===== config.mk =====
export PLATFORM = sky130hd
export DESIGN_NAME = low_power_mode_control
export DESIGN_NICKNAME = d
export VERILOG_FILES = /design/src/hw/lpm_pkg.sv /design/src/hw/low_power_mode_control.sv
export VERILOG_INCLUDE_DIRS = /design/src /design/src/hw
export SDC_FILE = /design/constraint.sdc
export NUM_CORES = 1
export LEC_CHECK = 0
export BUFFER_PORTS_ARGS = -buffer_cell sky130_fd_sc_hd__buf_4
export CAP_MARGIN = 20
export CORE_UTILIZATION = 47
export CTS_CLUSTER_DIAMETER = 150
export CTS_CLUSTER_SIZE = 20
export DETAILED_ROUTE_END_ITERATION = 12
export GPL_ROUTABILITY_DRIVEN = 0
export PLACE_DENSITY = 0.89
export REMOVE_ABC_BUFFERS = 1
export SLEW_MARGIN = 20
export SYNTH_ARGS = -nofsm -noshare
export SYNTH_HDL_FRONTEND = slang
export SYNTH_SLANG_ARGS = --single-unit

===== constraint.sdc =====
create_clock -name REF_CLK_I -period 5.3 [get_ports REF_CLK_I]
set_clock_uncertainty 0.1 [all_clocks]
set_input_delay 0.265 -clock REF_CLK_I [delete_from_list [all_inputs] [get_ports REF_CLK_I]]
set_output_delay 0.265 -clock REF_CLK_I [all_outputs]
set_load 0.03 [all_outputs]

===== src/hw/lpm_defs.svh =====
// Timing counts, opcodes and register fields for the low-power mode controller
`ifndef LPM_DEFS_SVH
`define LPM_DEFS_SVH
`define LPM_STOP_OPCODE 8'h8e
`define LPM_WAIT_OPCODE 8'h8f
`define LPM_OSC_START_CYCLES 4096
`define LPM_MASK_ENABLE_ALL 2'h2
`define LPM_MASK_RESET_LEVEL 2'h3
`define LPM_ADDR_CTRL 4'h0
`define LPM_ADDR_STATUS 4'h4
`define LPM_ADDR_OPT 4'h8
`define LPM_ADDR_MASK 4'hc
`define LPM_CTRL_TBIE_BIT 0
`define LPM_OPT_WDSTOP_BIT 0
`endif


===== src/hw/lpm_pkg.sv =====
// Types for the low-power mode controller
package lpm_pkg;
  typedef enum logic [2:0] {
    ST_RUN,
    ST_WAIT,
    ST_CSTOP,
    ST_FSTOP,
    ST_OSC_START
  } mode_e;
endpackage


===== src/hw/low_power_mode_control.sv =====
// Power-mode controller with wait, clocked-stop and full-stop modes
// Function
// - The wait-for-interrupt instruction stops the core while peripherals keep their clock.
// - Entering wait mode forces the two interrupt mask bits to 10b.
// - Wait mode keeps all state and is left only on an interrupt or a reset.
// - The stop instruction enters clocked-stop if the time-base enable is 1, else full-stop.
// - In clocked-stop only the oscillator and time-base counter are clocked.
// - Clocked-stop ends on a time-base, designated interrupt or reset; interrupts resume at once.
// - A reset exit from clocked-stop inserts the oscillator start delay; an interrupt exit does not.
// - Entering either stop mode forces the mask to 10b; a pending designated interrupt wakes clocked-stop at once.
// - With the time-base enable set, clocked-stop entry does not raise a watchdog reset.
// - In full-stop the oscillator is off and core and peripherals halt.
// - Full-stop ends on designated interrupts or reset after a 4096-cycle oscillator start.
// - With the watchdog stop option and the time-base enable clear, stop while watchdog is on gives a watchdog reset.
// - Servicing a wake interrupt pushes the condition codes and sets the mask to its priority.
// - Opcode 0x8e is decoded as the stop instruction.
`include "lpm_defs.svh"
`timescale 1ns/1ps
`default_nettype none
module low_power_mode_control #(
  parameter int OSC_START_CYCLES = `LPM_OSC_START_CYCLES
) (
  input wire logic REF_CLK_I,
  input wire logic NRST_I,
  input wire logic [3:0] WB_ADR_I,
  input wire logic [31:0] WB_DAT_I,
  output logic [31:0] WB_DAT_O,
  input wire logic WB_WE_I,
  input wire logic [3:0] WB_SEL_I,
  input wire logic WB_CYC_I,
  input wire logic WB_STB_I,
  output logic WB_ACK_O,
  input wire logic OPCODE_VALID_I,
  input wire logic [7:0] OPCODE_I,
  input wire logic IRQ_PENDING_I,
  input wire logic TB_IRQ_I,
  input wire logic STOP_WAKE_IRQ_I,
  input wire logic [1:0] IRQ_PRIO_I,
  input wire logic IRQ_TAKEN_I,
  input wire logic COND_POP_I,
  input wire logic WDG_ENABLED_I,
  input wire logic WAKE_RESET_I,
  output logic CPU_CLK_EN_O,
  output logic PERIPH_CLK_EN_O,
  output logic OSC_EN_O,
  output logic TB_CLK_EN_O,
  output logic WDG_RESET_O,
  output logic RESET_VECTOR_O,
  output logic [1:0] IRQ_MASK_O
);
  lpm_pkg::mode_e mode_r, mode_nxt;
  logic [12:0] cnt_r, cnt_nxt;
  logic [1:0] mask_r, mask_nxt;
  logic [1:0] saved_r, saved_nxt;
  logic rst_exit_r, rst_exit_nxt;
  logic wdg_r, wdg_nxt;
  logic rstv_r, rstv_nxt;
  logic tbie_r, tbie_nxt;
  logic wdstop_r, wdstop_nxt;
  logic ack_r, ack_nxt;
  logic [31:0] dat_r, dat_nxt;
  logic is_stop, is_wait, wb_req;
  logic [12:0] osc_last;

  assign osc_last = 13'(OSC_START_CYCLES - 1);
  assign is_stop = OPCODE_VALID_I && (OPCODE_I == `LPM_STOP_OPCODE);
  assign is_wait = OPCODE_VALID_I && (OPCODE_I == `LPM_WAIT_OPCODE);
  assign wb_req = WB_CYC_I && WB_STB_I && !ack_r;

  always_comb
  begin
    mode_nxt = mode_r;
    cnt_nxt = cnt_r;
    mask_nxt = mask_r;
    saved_nxt = saved_r;
    rst_exit_nxt = rst_exit_r;
    wdg_nxt = 1'b0;
    rstv_nxt = 1'b0;
    unique case (mode_r)
      lpm_pkg::ST_RUN:
      begin
        if (is_wait)
        begin
          mode_nxt = lpm_pkg::ST_WAIT;
          mask_nxt = `LPM_MASK_ENABLE_ALL;
        end
        else if (is_stop)
        begin
          if (tbie_r)
          begin
            mode_nxt = lpm_pkg::ST_CSTOP;
            mask_nxt = `LPM_MASK_ENABLE_ALL;
          end
          else if (WDG_ENABLED_I && wdstop_r)
            wdg_nxt = 1'b1;
          else
          begin
            mode_nxt = lpm_pkg::ST_FSTOP;
            mask_nxt = `LPM_MASK_ENABLE_ALL;
          end
        end
      end
      lpm_pkg::ST_WAIT:
      begin
        // Any interrupt or reset releases the core next cycle
        if (WAKE_RESET_I)
        begin
          mode_nxt = lpm_pkg::ST_RUN;
          rstv_nxt = 1'b1;
        end
        else if (IRQ_PENDING_I)
          mode_nxt = lpm_pkg::ST_RUN;
      end
      lpm_pkg::ST_CSTOP:
      begin
        if (WAKE_RESET_I)
        begin
          mode_nxt = lpm_pkg::ST_OSC_START;
          cnt_nxt = '0;
          rst_exit_nxt = 1'b1;
        end
        else if (TB_IRQ_I || STOP_WAKE_IRQ_I)
          mode_nxt = lpm_pkg::ST_RUN;
      end
      lpm_pkg::ST_FSTOP:
      begin
        if (WAKE_RESET_I || STOP_WAKE_IRQ_I)
        begin
          mode_nxt = lpm_pkg::ST_OSC_START;
          cnt_nxt = '0;
          rst_exit_nxt = WAKE_RESET_I;
        end
      end
      lpm_pkg::ST_OSC_START:
      begin
        if (cnt_r == osc_last)
        begin
          mode_nxt = lpm_pkg::ST_RUN;
          rstv_nxt = rst_exit_r;
          rst_exit_nxt = 1'b0;
        end
        else
          cnt_nxt = cnt_r + 13'h1;
      end
      // Unused state codes fall back to run rather than lock the core out
      default: mode_nxt = lpm_pkg::ST_RUN;
    endcase
    // Reset vector takes the top level, mask restore follows pop
    if (rstv_nxt)
      mask_nxt = `LPM_MASK_RESET_LEVEL;
    else if (IRQ_TAKEN_I && mode_r == lpm_pkg::ST_RUN)
    begin
      saved_nxt = mask_r;
      mask_nxt = IRQ_PRIO_I;
    end
    else if (COND_POP_I && mode_r == lpm_pkg::ST_RUN)
      mask_nxt = saved_r;
  end

  always_comb
  begin
    tbie_nxt = tbie_r;
    wdstop_nxt = wdstop_r;
    ack_nxt = wb_req;
    dat_nxt = dat_r;
    if (wb_req)
    begin
      dat_nxt = 32'h0;
      unique case (WB_ADR_I)
        `LPM_ADDR_CTRL:
        begin
          if (WB_WE_I && WB_SEL_I[0])
            tbie_nxt = WB_DAT_I[`LPM_CTRL_TBIE_BIT];
          dat_nxt[`LPM_CTRL_TBIE_BIT] = tbie_r;
        end
        `LPM_ADDR_OPT:
        begin
          if (WB_WE_I && WB_SEL_I[0])
            wdstop_nxt = WB_DAT_I[`LPM_OPT_WDSTOP_BIT];
          dat_nxt[`LPM_OPT_WDSTOP_BIT] = wdstop_r;
        end
        `LPM_ADDR_STATUS: dat_nxt[2:0] = mode_r;
        `LPM_ADDR_MASK: dat_nxt[1:0] = mask_r;
        default: dat_nxt = 32'h0;
      endcase
    end
  end

  // Mode, start counter and mask state
  always_ff @(posedge REF_CLK_I)
  begin
    if (!NRST_I)
    begin
      mode_r <= lpm_pkg::ST_RUN;
      cnt_r <= '0;
      mask_r <= `LPM_MASK_RESET_LEVEL;
      saved_r <= `LPM_MASK_RESET_LEVEL;
      rst_exit_r <= 1'b0;
      wdg_r <= 1'b0;
      rstv_r <= 1'b0;
    end
    else
    begin
      mode_r <= mode_nxt;
      cnt_r <= cnt_nxt;
      mask_r <= mask_nxt;
      saved_r <= saved_nxt;
      rst_exit_r <= rst_exit_nxt;
      wdg_r <= wdg_nxt;
      rstv_r <= rstv_nxt;
    end
  end

  // Register bus state
  always_ff @(posedge REF_CLK_I)
  begin
    if (!NRST_I)
    begin
      tbie_r <= 1'b0;
      wdstop_r <= 1'b0;
      ack_r <= 1'b0;
      dat_r <= 32'h0;
    end
    else
    begin
      tbie_r <= tbie_nxt;
      wdstop_r <= wdstop_nxt;
      ack_r <= ack_nxt;
      dat_r <= dat_nxt;
    end
  end

  // Clock gates are decoded from state so they change with the mode edge
  assign CPU_CLK_EN_O = (mode_r == lpm_pkg::ST_RUN);
  assign PERIPH_CLK_EN_O = (mode_r == lpm_pkg::ST_RUN) || (mode_r == lpm_pkg::ST_WAIT);
  assign OSC_EN_O = (mode_r != lpm_pkg::ST_FSTOP);
  assign TB_CLK_EN_O = OSC_EN_O && (mode_r != lpm_pkg::ST_OSC_START);
  assign WDG_RESET_O = wdg_r;
  assign RESET_VECTOR_O = rstv_r;
  assign IRQ_MASK_O = mask_r;
  assign WB_ACK_O = ack_r;
  assign WB_DAT_O = dat_r;
endmodule
`default_nettype wire


==> results of run 1 <==
## flip-flops by register name (all words and copies together) (netlist names)
signal and flops:
IRQ_MASK_O 2, RESET_VECTOR_O 1, WB_ACK_O 1, WB_DAT_O 3, WDG_RESET_O 1, cnt_r 13
mode_r 3, rst_exit_r 1, saved_r 2, tbie_r 1, wdstop_r 1
## metal layers
| layer | GRT usage | share of wire | vias to the layer above | wire (um) |
|---|---|---|---|---|
| li1 | - | - | 815 | - |
| met1 | 0.2697 | 0.46 | 804 | 1805 |
| met2 | 0.3311 | 0.47 | 60 | 1879 |
| met3 | 0.03929 | 0.050 | 7 | 198 |
| met4 | 0.1083 | 0.020 | 0 | 80 |
| met5 | 0 | 0 | - | 0 |
## synthesized netlist by cell type (all sizes together) (2+ instances only)
library cell / number / area share
buf: 30 / 0.12
dfxtp: 29 / 0.32
nand2: 22 / 0.045
a21oi: 16 / 0.044
nor2: 12 / 0.025
nand3: 10 / 0.028
nor4: 10 / 0.051
mux2i: 6 / 0.033
nand2b: 5 / 0.017
o21ai: 5 / 0.014
o31ai: 5 / 0.021
or4: 5 / 0.021
clkbuf: 4 / 0.0083
inv: 4 / 0.0083
nand3b: 4 / 0.017
nand4: 4 / 0.014
nor3: 4 / 0.011
a22oi: 3 / 0.012
and3: 3 / 0.010
and2: 2 / 0.0069
and2b: 2 / 0.0097
nand4b: 2 / 0.0097
nand4bb: 2 / 0.012
nor3b: 2 / 0.014
o211ai: 2 / 0.0083
or3: 2 / 0.0076
## cell usage in the layout (no fill, tap or decap), drive strengths merged, types with 2 or more instances in the layout
cell,instances
and3,3
mux2i,6
conb,29
or4,5
nand2,22
or3,2
nand3b,4
nand3,10
nor2,12
o31ai,5
buf,40
nor4,10
nand4,4
clkinv,2
nor3b,2
nor3,4
o21ai,5
nand2b,5
inv,4
dfxtp,29
nand4b,2
nand4bb,2
a21oi,16
and2,2
clkbuf,6
o211ai,2
a22oi,3
and2b,2
## power groups by stage
stage | Combinational (uW) | Sequential (uW) | Clock, uW
after floorplan | 41.3 | 230 | 0
after global placement | 67.7 | 228 | 0
after detailed placement | 68.8 | 228 | 0
after CTS | 68.8 | 223 | 178
after global routing | 74.8 | 223 | 188
final | 69.2 | 223 | 176
## cell families (layout without fill, tap and decap cells)
group | Yosys count | in the layout | share of synthesized area
buffers and inverters | 38 | 52 | 0.1406
AOI/OAI and AO/OA | 39 | 39 | 0.1378
other | 1 | 29 | 0.002066
and+or+nand+nor | 99 | 99 | 0.3412
adders and majority gates | 1 | 1 | 0.006891
DFF | 29 | 29 | 0.3198
muxes | 8 | 8 | 0.05169
## worst max-delay path: cells and delay by family (launching register included)
| kind | cells | cell delay, ns |
|---|---|---|
| flip-flops | 1 | 0.62 |
| AND/OR/NAND/NOR | 2 | 1.01 |
| AO/OA/AOI/OAI | 2 | 0.44 |
## stage by stage
stage	hold slack [ns]	std cells	cell area [um2]	setup slack, ns	power [uW]
6_report	0.1234	305	2123	3.065	467.8
3_3_place_gp	0.3410	297	2041	3.182	295.2
5_1_grt	0.1262	305	2123	2.922	485.5
4_1_cts	0.1175	305	2123	3.109	469.8
3_5_place_dp	0.3605	297	2041	3.126	296.4
2_1_floorplan	0.2368	209	1680	3.393	271.2
## worst paths after layout
path | startpoint | depth (start not counted) | endpoint
setup reg to reg | mode_r[1]$_SDFFE_PN0P_ | 4 | cnt_r[3]$_SDFFE_PN0P_
setup / recovery | mode_r[1]$_SDFFE_PN0P_ | 4 | cnt_r[3]$_SDFFE_PN0P_
hold reg to reg | WB_DAT_O[2]$_SDFFE_PN0P_ | 2 | WB_DAT_O[2]$_SDFFE_PN0P_
hold / removal | NRST_I | 2 | saved_r[0]$_SDFFE_PN1P_
## cell type report
| class | count | area [um2] |
|---|---|---|
| tap | 48 | 60.06 |
| fill | 354 | 1565 |
| sequential | 29 | 580.6 |
| timing repair buffer | 40 | 300.3 |
| inverter | 4 | 15.01 |
| clock inverter | 2 | 10.01 |
| multi-input combinational | 176 | 1085 |
| clock buffer | 6 | 72.57 |
==> metrics.md, run 1 <==
| Metric | Value |
|---|---|
| CTS resizes | 0 |
| Pin count of the biggest net entering global routing | 15 |
| Synth Flop Type | dfxtp_1 |
| First-pass GRT wire length | 6741 um |
| Fin util | 0.5756 |
| Leakage | 0.0008691 uW |
| CTS Buf Count | 5 |
| Overall global routing resource usage | 0.2094 |
| Max stage delay cell, worst path | or4_2 |
| Final max-slew violation count | 0 |
| Power Internal | 333.9 uW |
| Fmax | 0.4474 GHz |
| Remaining DRCs | 0 |
| Via count | 1686 |
| Antenna-violating nets left | 0 |
| Synth Instances | 215 |
| Postcts setup bufs | 0 |
| Critical path arrival | 2.35 ns |
| Die height | 64.15 um |
| Hold Path Class | in2reg |
| Setup violators final | 0 |
| RSZ-0062 raised after global routing | no |
| Synth unique cells | 50 |
| Vias per cell | 5.528 |
| EDFF count, synth | 0 |
| Setup CP Type | reg2reg |
| Initial DRC Count | 156 |
| Final net count | 320 |
| Total grt overflow | 0 |
| Max stage delay on crit path | 0.73 ns |
| Max Buffers Root-to-Sink | 2 |
| Endpoints failing hold | 0 |
| Worst-case vdd ir drop | 0.0001833 V |
| Row count | 22 |
| Cell Chain, Critical Path | and2b_2 -> a21oi_1 -> or4_2 -> a21oi_1 |
| Worst-Skew Late Latency | 0.28 ns |
| I/O pin count | 104 |
| YS warnings | 0 |
| Ratio of cells with drive above 1 in the final layout | 0.2412 |
| Switching Power | 133.9 uW |
| Sequential cell area fraction in the yosys report | 0.3198 |
| Final Cycle Share | 0.4218 |
| DP HPWL | 2978 um |
| PD cells | 220.3 mW/mm2 |
| CP Capture Type | flip-flop |
| Initial Util | 0.4922 |
| Hold-fix buffers, CTS | 0 |
| Sequential Power Share | 0.476 |
| H-tree levels | 2 |
| First-pass DRT Iterations | 4 |
| Combinational power share | 0.148 |
| Die Span X | 64.15 um |
| Max-slew headroom | 0.3423 |
| Post-synth ARST share | 0 |
| Reg-to-reg slack, setup | 3.06 ns |
| Worst setup SP type | flip-flop |
| Port bufs | 40 |
| Sw Share | 0.2862 |
| Core footprint | 0.003689 mm2 |
| Clock Sinks | 29 |
| Max-cap viol count | 0 |
| Post-Syn Area | 0.001815 mm2 |
| Crit-path max FO | 14 |
| CTS tree | done |
| Number of global-route vias before repair | 1509 |
| CP most frequent cell | a21oi_1 |
| Clk pwr share | 0.376 |
| Outcome | complete, no violations |
| Req. time, crit path | 5.41 ns |
| Area Overhead vs Synth | 16.95% |
| Worst-path clk slew | 0.07 ns |
| Avg Cell Area, Syn | 8.444 um2 |
| FF+latch count, synth | 29 |
| Antenna violations before repair | 0 |
| Drt total wl | 3963 um |
| Routed WL per cell | 12.99 um |
| ANT cells | 0 |
| Min cycle time layout | 2.235 ns |
| Area of the die | 0.004115 mm2 |
| Clock Tree Root | clkbuf_8 |
| Tightest Pin Transition | 0.9866 ns |
| Setup TNS | 0 ns |
Power figures use the tool's default switching activity.
==> run 2: changes to the inputs <==
--- a/config.mk
+++ b/config.mk
@@ -8,12 +8,12 @@
 export LEC_CHECK = 0
 export BUFFER_PORTS_ARGS = -buffer_cell sky130_fd_sc_hd__buf_4
 export CAP_MARGIN = 20
-export CORE_UTILIZATION = 47
+export CORE_UTILIZATION = 44
 export CTS_CLUSTER_DIAMETER = 150
 export CTS_CLUSTER_SIZE = 20
 export DETAILED_ROUTE_END_ITERATION = 12
 export GPL_ROUTABILITY_DRIVEN = 0
-export PLACE_DENSITY = 0.89
+export PLACE_DENSITY = 0.84
 export REMOVE_ABC_BUFFERS = 1
 export SLEW_MARGIN = 20
 export SYNTH_ARGS = -nofsm -noshare
==> constraint.sdc (replaced) <==
create_clock -name REF_CLK_I -period 2.25 [get_ports REF_CLK_I]
set_clock_uncertainty 0.1 [all_clocks]
set_input_delay 0.1125 -clock REF_CLK_I [delete_from_list [all_inputs] [get_ports REF_CLK_I]]
set_output_delay 0.1125 -clock REF_CLK_I [all_outputs]
set_load 0.03 [all_outputs]
==> run 2 against run 1 <==
Net effect:
- die area up 6.6%
- sequential share of layout area down 0.49 points
- total power up 140%
- sequential power up 140%
- core utilization down 0.65 points
- cell count up 1.3%
- register-to-register slack worse by 2.9 ns
- worst hold slack worse by 0.10 ns
- via count up 1.2%
- wire length up 6.7%
- maximum frequency up 7.2%
- design area up 1.8%
- critical endpoint unchanged
==> metrics.md, run 2 (same netlist as run 1, synthesis figures left out) <==
| Metric | Value |
|---|---|
| Leading cell types in the layout, fill and taps excluded | buf_4 (42), dfxtp_1 (29), conb_1 (29) |
| Critical path arrival | 2.19 ns (-0.16 ns) |
| Clock Tree Root | clkbuf_8 |
| Final Cycle Share | 0.9265 (+0.5048) |
| Via count | 1706 (+1.2%) |
| Final max-slew violation count | 0 (unchanged) |
| Sequential Power Share | 0.472 (-0.004) |
| RSZ-0062 raised after global routing | no |
| DP HPWL | 3047 um (+2.3%) |
| Min cycle time layout | 2.085 ns (-0.1507 ns) |
| Final Cell Area | 0.002162 mm2 (+1.8%) |
| Max Buffers Root-to-Sink | 2 (unchanged) |
| Setup CP Type | reg2reg |
| Die height | 66.24 um (+3.3%) |
| Row count | 22 (unchanged) |
| Remaining DRCs | 0 (unchanged) |
| Setup TNS | 0 ns (unchanged) |
| ANT cells | 0 (unchanged) |
| Routed WL per cell | 13.69 um (+5.3%) |
| Die Span X | 66.24 um (+3.3%) |
| Sw Share | 0.2906 (+0.004469) |
| CTS tree | done |
| Max-slew headroom | 0.5921 (+0.2498) |
| Vias per cell | 5.521 (-0.12%) |
| Antenna violations before repair | 0 (unchanged) |
| Hold Path Class | in2reg |
| Switching Power | 322.8 uW (+140%) |
| Core footprint | 0.003799 mm2 (+3.0%) |
| Total grt overflow | 0 (unchanged) |
| Crit-path max FO | 12 (-2) |
| Overall global routing resource usage | 0.2115 (+0.002133) |
| Antenna-violating nets left | 0 (unchanged) |
| Area Overhead vs Synth | 19.09% |
| Final net count | 324 (+1.3%) |
| Leading cell type in the layout, fill and taps excluded | buf_4 |
| CTS resizes | 0 (unchanged) |
| Worst-Skew Late Latency | 0.29 ns (about the same) |
| Endpoints failing hold | 0 (unchanged) |
| Area after DPL | 0.002056 mm2 (+0.74%) |
| Setup violators final | 0 (unchanged) |
| Pin count of the biggest net entering global routing | 14 (-1) |
| Combinational power share | 0.150 (+0.002) |
| Hold-fix buffers, CTS | 2 (+2) |
| Clk pwr share | 0.378 (+0.002) |
| Area of the die | 0.004387 mm2 (+6.6%) |
| Fill count | 340 (-4.0%) |
| Outcome | complete, no violations |
| Port bufs | 40 (unchanged) |
| Drt total wl | 4229 um (+6.7%) |
| Worst-path clk slew | 0.07 ns (about the same) |
| PD cells | 513.7 mW/mm2 (+130%) |
| Worst-case vdd ir drop | 0.0002231 V (+22%) |
| Tightest Pin Transition | 0.6118 ns (-0.3747 ns) |
| Max-cap viol count | 0 (unchanged) |
| Number of global-route vias before repair | 1498 (-0.73%) |
| Number of flip-flops in the largest register | 13 (unchanged) |
| Worst setup SP type | flip-flop |
| First-pass DRT Iterations | 4 (unchanged) |
| Power Internal | 787.8 uW (+140%) |
| Postcts setup bufs | 0 (unchanged) |
| Most flop-heavy register | cnt_r |
| Req. time, crit path | 2.36 ns (-3.05 ns) |
| Ratio of cells with drive above 1 in the final layout | 0.2490 (+0.007797) |
| Initial DRC Count | 184 (+18%) |
| Leakage | 0.0008860 uW (+1.9%) |
| Initial Util | 0.4779 (-0.01427) |
| First-pass GRT wire length | 6831 um (+1.3%) |
| CP Capture Type | flip-flop |
| I/O pin count | 104 (unchanged) |
| H-tree levels | 2 (unchanged) |
| Fmax | 0.4797 GHz (+7.2%) |
| CTS Buf Count | 5 (unchanged) |
| Clock Sinks | 29 (unchanged) |
[run 2: cell count changes in the layout (fill, tap and decap cells not counted)]
cell	change
clkinvlp_4	+1
clkbuf_1	-1
dlygate4sd3_1	+2
buf_4	+2
[run 2: critical path, stage by stage, from the launching register on]
cell     delay (ns)
dfxtp_1        0.62
and2b_2        0.28
a21oi_1        0.15
or4_2          0.67
a21oi_1        0.19
[run 2: path summary, 6_finish.rpt]
check,start,endpoint,slack (ns),cells after the start
min reg2reg,WB_DAT_O[2]$_SDFFE_PN0P_,WB_DAT_O[2]$_SDFFE_PN0P_,0.36,2
max,mode_r[1]$_SDFFE_PN0P_,cnt_r[3]$_SDFFE_PN0P_,0.17,4
min,WAKE_RESET_I,rst_exit_r$_SDFFE_PN0P_,0.02,3
max reg2reg,mode_r[1]$_SDFFE_PN0P_,cnt_r[3]$_SDFFE_PN0P_,0.17,4
[run 2: power groups by stage]
stage               Clock (uW)  Combinational [uW]  Sequential [uW]
CTS                        428                 165              524
floorplan                    0                97.4              542
global route               459                 179              525
global placement             0                 160              536
detailed placement           0                 162              536
finish                     420                 166              525
[run 2: cell type report]
class                           instances  area (um2)  area share
Inverter                                4       15.01    0.006944
Clock inverter                          3       17.52    0.008102
Sequential cell                        29       580.6      0.2685
Multi-Input combinational cell        176        1085      0.5017
Timing Repair Buffer                   44       335.3      0.1551
Tap cell                               48       60.06     0.02778
Clock buffer                            5       68.82     0.03183
[run 2: per-stage QoR]
| step | power, uW | utilization | instances | worst slack (ns) | hold WS (ns) |
|---|---|---|---|---|---|
| 2_1_floorplan | 638.9 | - | 209 | 0.3434 | 0.08433 |
| 3_3_place_gp | 695.9 | 0.5412 | 299 | 0.2706 | 0.2528 |
| 3_5_place_dp | 697.6 | 0.5412 | 299 | 0.2516 | 0.2619 |
| 4_1_cts | 1118 | 0.5692 | 309 | 0.2110 | 0.01443 |
| 5_1_grt | 1163 | 0.5692 | 309 | 0.03852 | 0.02052 |
| 6_report | 1111 | 0.5692 | 309 | 0.1653 | 0.02384 |
[run 2: layer usage]
metal / wire length, um / up-vias / part of all wire / track usage
met2: 2061 / 85 / 0.49 / 0.3227
li1: - / 822 / - / -
met1: 1838 / 792 / 0.43 / 0.2658
met5: 0 / - / 0 / 0
met4: 53 / 0 / 0.013 / 0.09840
met3: 274 / 7 / 0.065 / 0.07069
==> run 3: changes to the inputs <==
--- a/config.mk
+++ b/config.mk
@@ -13,8 +13,10 @@
 export CTS_CLUSTER_SIZE = 20
 export DETAILED_ROUTE_END_ITERATION = 12
 export GPL_ROUTABILITY_DRIVEN = 0
-export PLACE_DENSITY = 0.84
+export GPL_TIMING_DRIVEN = 0
+export PLACE_DENSITY = 0.81
 export REMOVE_ABC_BUFFERS = 1
+export SKIP_CTS_REPAIR_TIMING = 1
 export SLEW_MARGIN = 20
 export SYNTH_ARGS = -nofsm -noshare
 export SYNTH_HDL_FRONTEND = slang
==> run 3 against run 2 <==
Net effect:
- the flow now finishes with violations (hold timing)
- wire length is 9.1% lower
- worst setup slack improved by 0.048 ns
- die area did not move
- register-to-register slack better by 0.05 ns
- clock-buffer cell count grew 1
- critical endpoint unchanged
==> metrics.md, run 3 (same netlist as run 1, synthesis figures left out) <==
| Metric | Value |
|---|---|
| Pin count of the biggest net entering global routing | 15 (+1) |
| Cell Count, Final, Fillers Out | 306 (-0.97%) |
| Dpl ws | 0.08820 ns (-0.1634 ns) |
| Final net count | 321 (-0.93%) |
| Outcome | finished with violations |
| Area of the multi-input gates | 0.001089 mm2 (+0.35%) |
| CTS Buf Count | 5 (unchanged) |
| Reg area | 580.6 um2 (unchanged) |
| I/O pin count | 104 (unchanged) |
| Cell Chain, Critical Path | and2b_2 -> a21oi_2 -> or4_2 -> a21oi_1 |
| Total power of the final layout | 1096 uW (-1.3%) |
| Reg-to-reg slack, setup | 0.21 ns (+0.05 ns) |
| Max Buffers Root-to-Sink | 2 (unchanged) |
| Area after DPL | 0.002041 mm2 (-0.73%) |
| Fmax | 0.4910 GHz (+2.4%) |
| CP Capture Type | flip-flop |
| Leading cell type in the layout, fill and taps excluded | buf_4 |
| Fill count | 360 (+5.9%) |
| Port bufs | 40 (unchanged) |
| CTS tree | done |
| Endpoints failing hold | 1 (+1) |
| Worst-path clk slew | 0.06 ns (about the same) |
| PD cells | 512.9 mW/mm2 (-0.14%) |
| Vias per cell | 5.425 (-1.7%) |
| Max stage delay cell, worst path | or4_2 |
| Hold Path Class | in2reg |
| Leading cell types in the layout, fill and taps excluded | buf_4 (40), dfxtp_1 (29), conb_1 (29) |
| Min cycle time layout | 2.037 ns (-0.04798 ns) |
| First-pass DRT Iterations | 4 (unchanged) |
| Final max-slew violation count | 0 (unchanged) |
| Area Overhead vs Synth | 17.71% |
| DP HPWL | 2945 um (-3.3%) |
| Failing checks | hold timing |
| Row count | 22 (unchanged) |
| Number of flip-flops in the largest register | 13 (unchanged) |
| Worst setup SP type | flip-flop |
| Max-cap viol count | 0 (unchanged) |
| Ratio of cells with drive above 1 in the final layout | 0.2442 (-0.004856) |
| Worst-Skew Late Latency | 0.28 ns (about the same) |
| First-pass GRT wire length | 6223 um (-8.9%) |
| Area of the die | 0.004387 mm2 (unchanged) |
| ANT cells | 0 (unchanged) |
| Tightest Pin Transition | 0.6202 ns (+0.008364 ns) |
| GR Util met3 | 0.05172 (-0.01897) |
| Layer carrying the most global-route usage | met2 |
| Most flop-heavy register | cnt_r |
| Final Cell Area | 0.002137 mm2 (-1.2%) |
| Crit-path max FO | 14 (+2) |
| Critical path's top delay family | simple AND/OR/NAND/NOR gates |
| Routed WL per cell | 12.57 um (-8.2%) |
| GR Layer Usage met1 | 0.2338 (-0.03202) |
| Setup TNS | 0 ns (unchanged) |
| Clock Tree Root | clkbuf_8 |
| Setup violators final | 0 (unchanged) |
| Max-slew headroom | 0.5865 (-0.005576) |
| Worst hold margin | -0.01265 ns (-0.03648 ns) |
| Final WS setup | 0.2133 ns (+0.04798 ns) |
| Drt total wl | 3846 um (-9.1%) |
| Antenna violations before repair | 0 (unchanged) |
| Die height | 66.24 um (unchanged) |
| Initial Util | 0.4779 (unchanged) |
| Antenna-violating nets left | 0 (unchanged) |
| Cells after DPL | 297 (-0.67%) |
| Remaining DRCs | 0 (unchanged) |
| Via count | 1660 (-2.7%) |
| Initial DRC Count | 66 (-64%) |
| Final Cycle Share | 0.9052 (-0.02132) |
| Total grt overflow | 0 (unchanged) |
| Die Span X | 66.24 um (unchanged) |
| Leakage | 0.0008742 uW (-1.3%) |
| Overall global routing resource usage | 0.1888 (-0.02272) |
| Clock Sinks | 29 (unchanged) |
| Core footprint | 0.003799 mm2 (unchanged) |
| RSZ-0062 raised after global routing | no |
| Met2 Use GR | 0.2997 (-0.02296) |
| Setup CP Type | reg2reg |
| Buf/Inv on CP | 0 (unchanged) |
| H-tree levels | 2 (unchanged) |
| Req. time, crit path | 2.36 ns (about the same) |
| Worst-case vdd ir drop | 0.0003801 V (+70%) |
| Max stage delay on crit path | 0.67 ns (about the same) |
| Critical path arrival | 2.15 ns (-0.04 ns) |
| Number of global-route vias before repair | 1437 (-4.1%) |
-- run 3: layout make-up --
type                       count  share of cell area
clock buffer                   6             0.03396
clock inverter                 2            0.004684
inverter                       4            0.007026
multi-input combinational    176              0.5094
sequential                    29              0.2717
tap                           48             0.02810
timing repair buffer          41              0.1452
-- run 3: metal layers --
layer  wire length, um  vias up
met3               196        6
li1                  -      817
met5                 0        -
met1              1721      770
met4                63        0
met2              1864       67
-- run 3: through the flow --
stage | utilization | hold slack, ns
finish | 0.5626 | -0.01265
global route | 0.5626 | 0.002401
CTS | 0.5590 | -0.03913
detailed placement | 0.5372 | 0.2542
floorplan | - | 0.08433
global placement | 0.5372 | 0.2490
-- run 3: worst min-delay path, delay by kind of cell --
| kind | cells | cell delay [ns] |
|---|---|---|
| and+or+nand+nor | 2 | 0.12 |
| buffers and inverters | 1 | 0.11 |
-- run 3: worst paths after layout --
check	to	cells after the start	from
setup / recovery	cnt_r[3]$_SDFFE_PN0P_	4	mode_r[1]$_SDFFE_PN0P_
hold / removal	rst_exit_r$_SDFFE_PN0P_	3	WAKE_RESET_I
setup reg to reg	cnt_r[3]$_SDFFE_PN0P_	4	mode_r[1]$_SDFFE_PN0P_
hold reg to reg	saved_r[1]$_SDFFE_PN1P_	2	saved_r[1]$_SDFFE_PN1P_
-- run 3: where the power goes --
part           switching, uW  internal (uW)  total (uW)
clock                    194            214         407
combinational            110           54.3         164
sequential              5.23            520         525
total                    309            788        1100
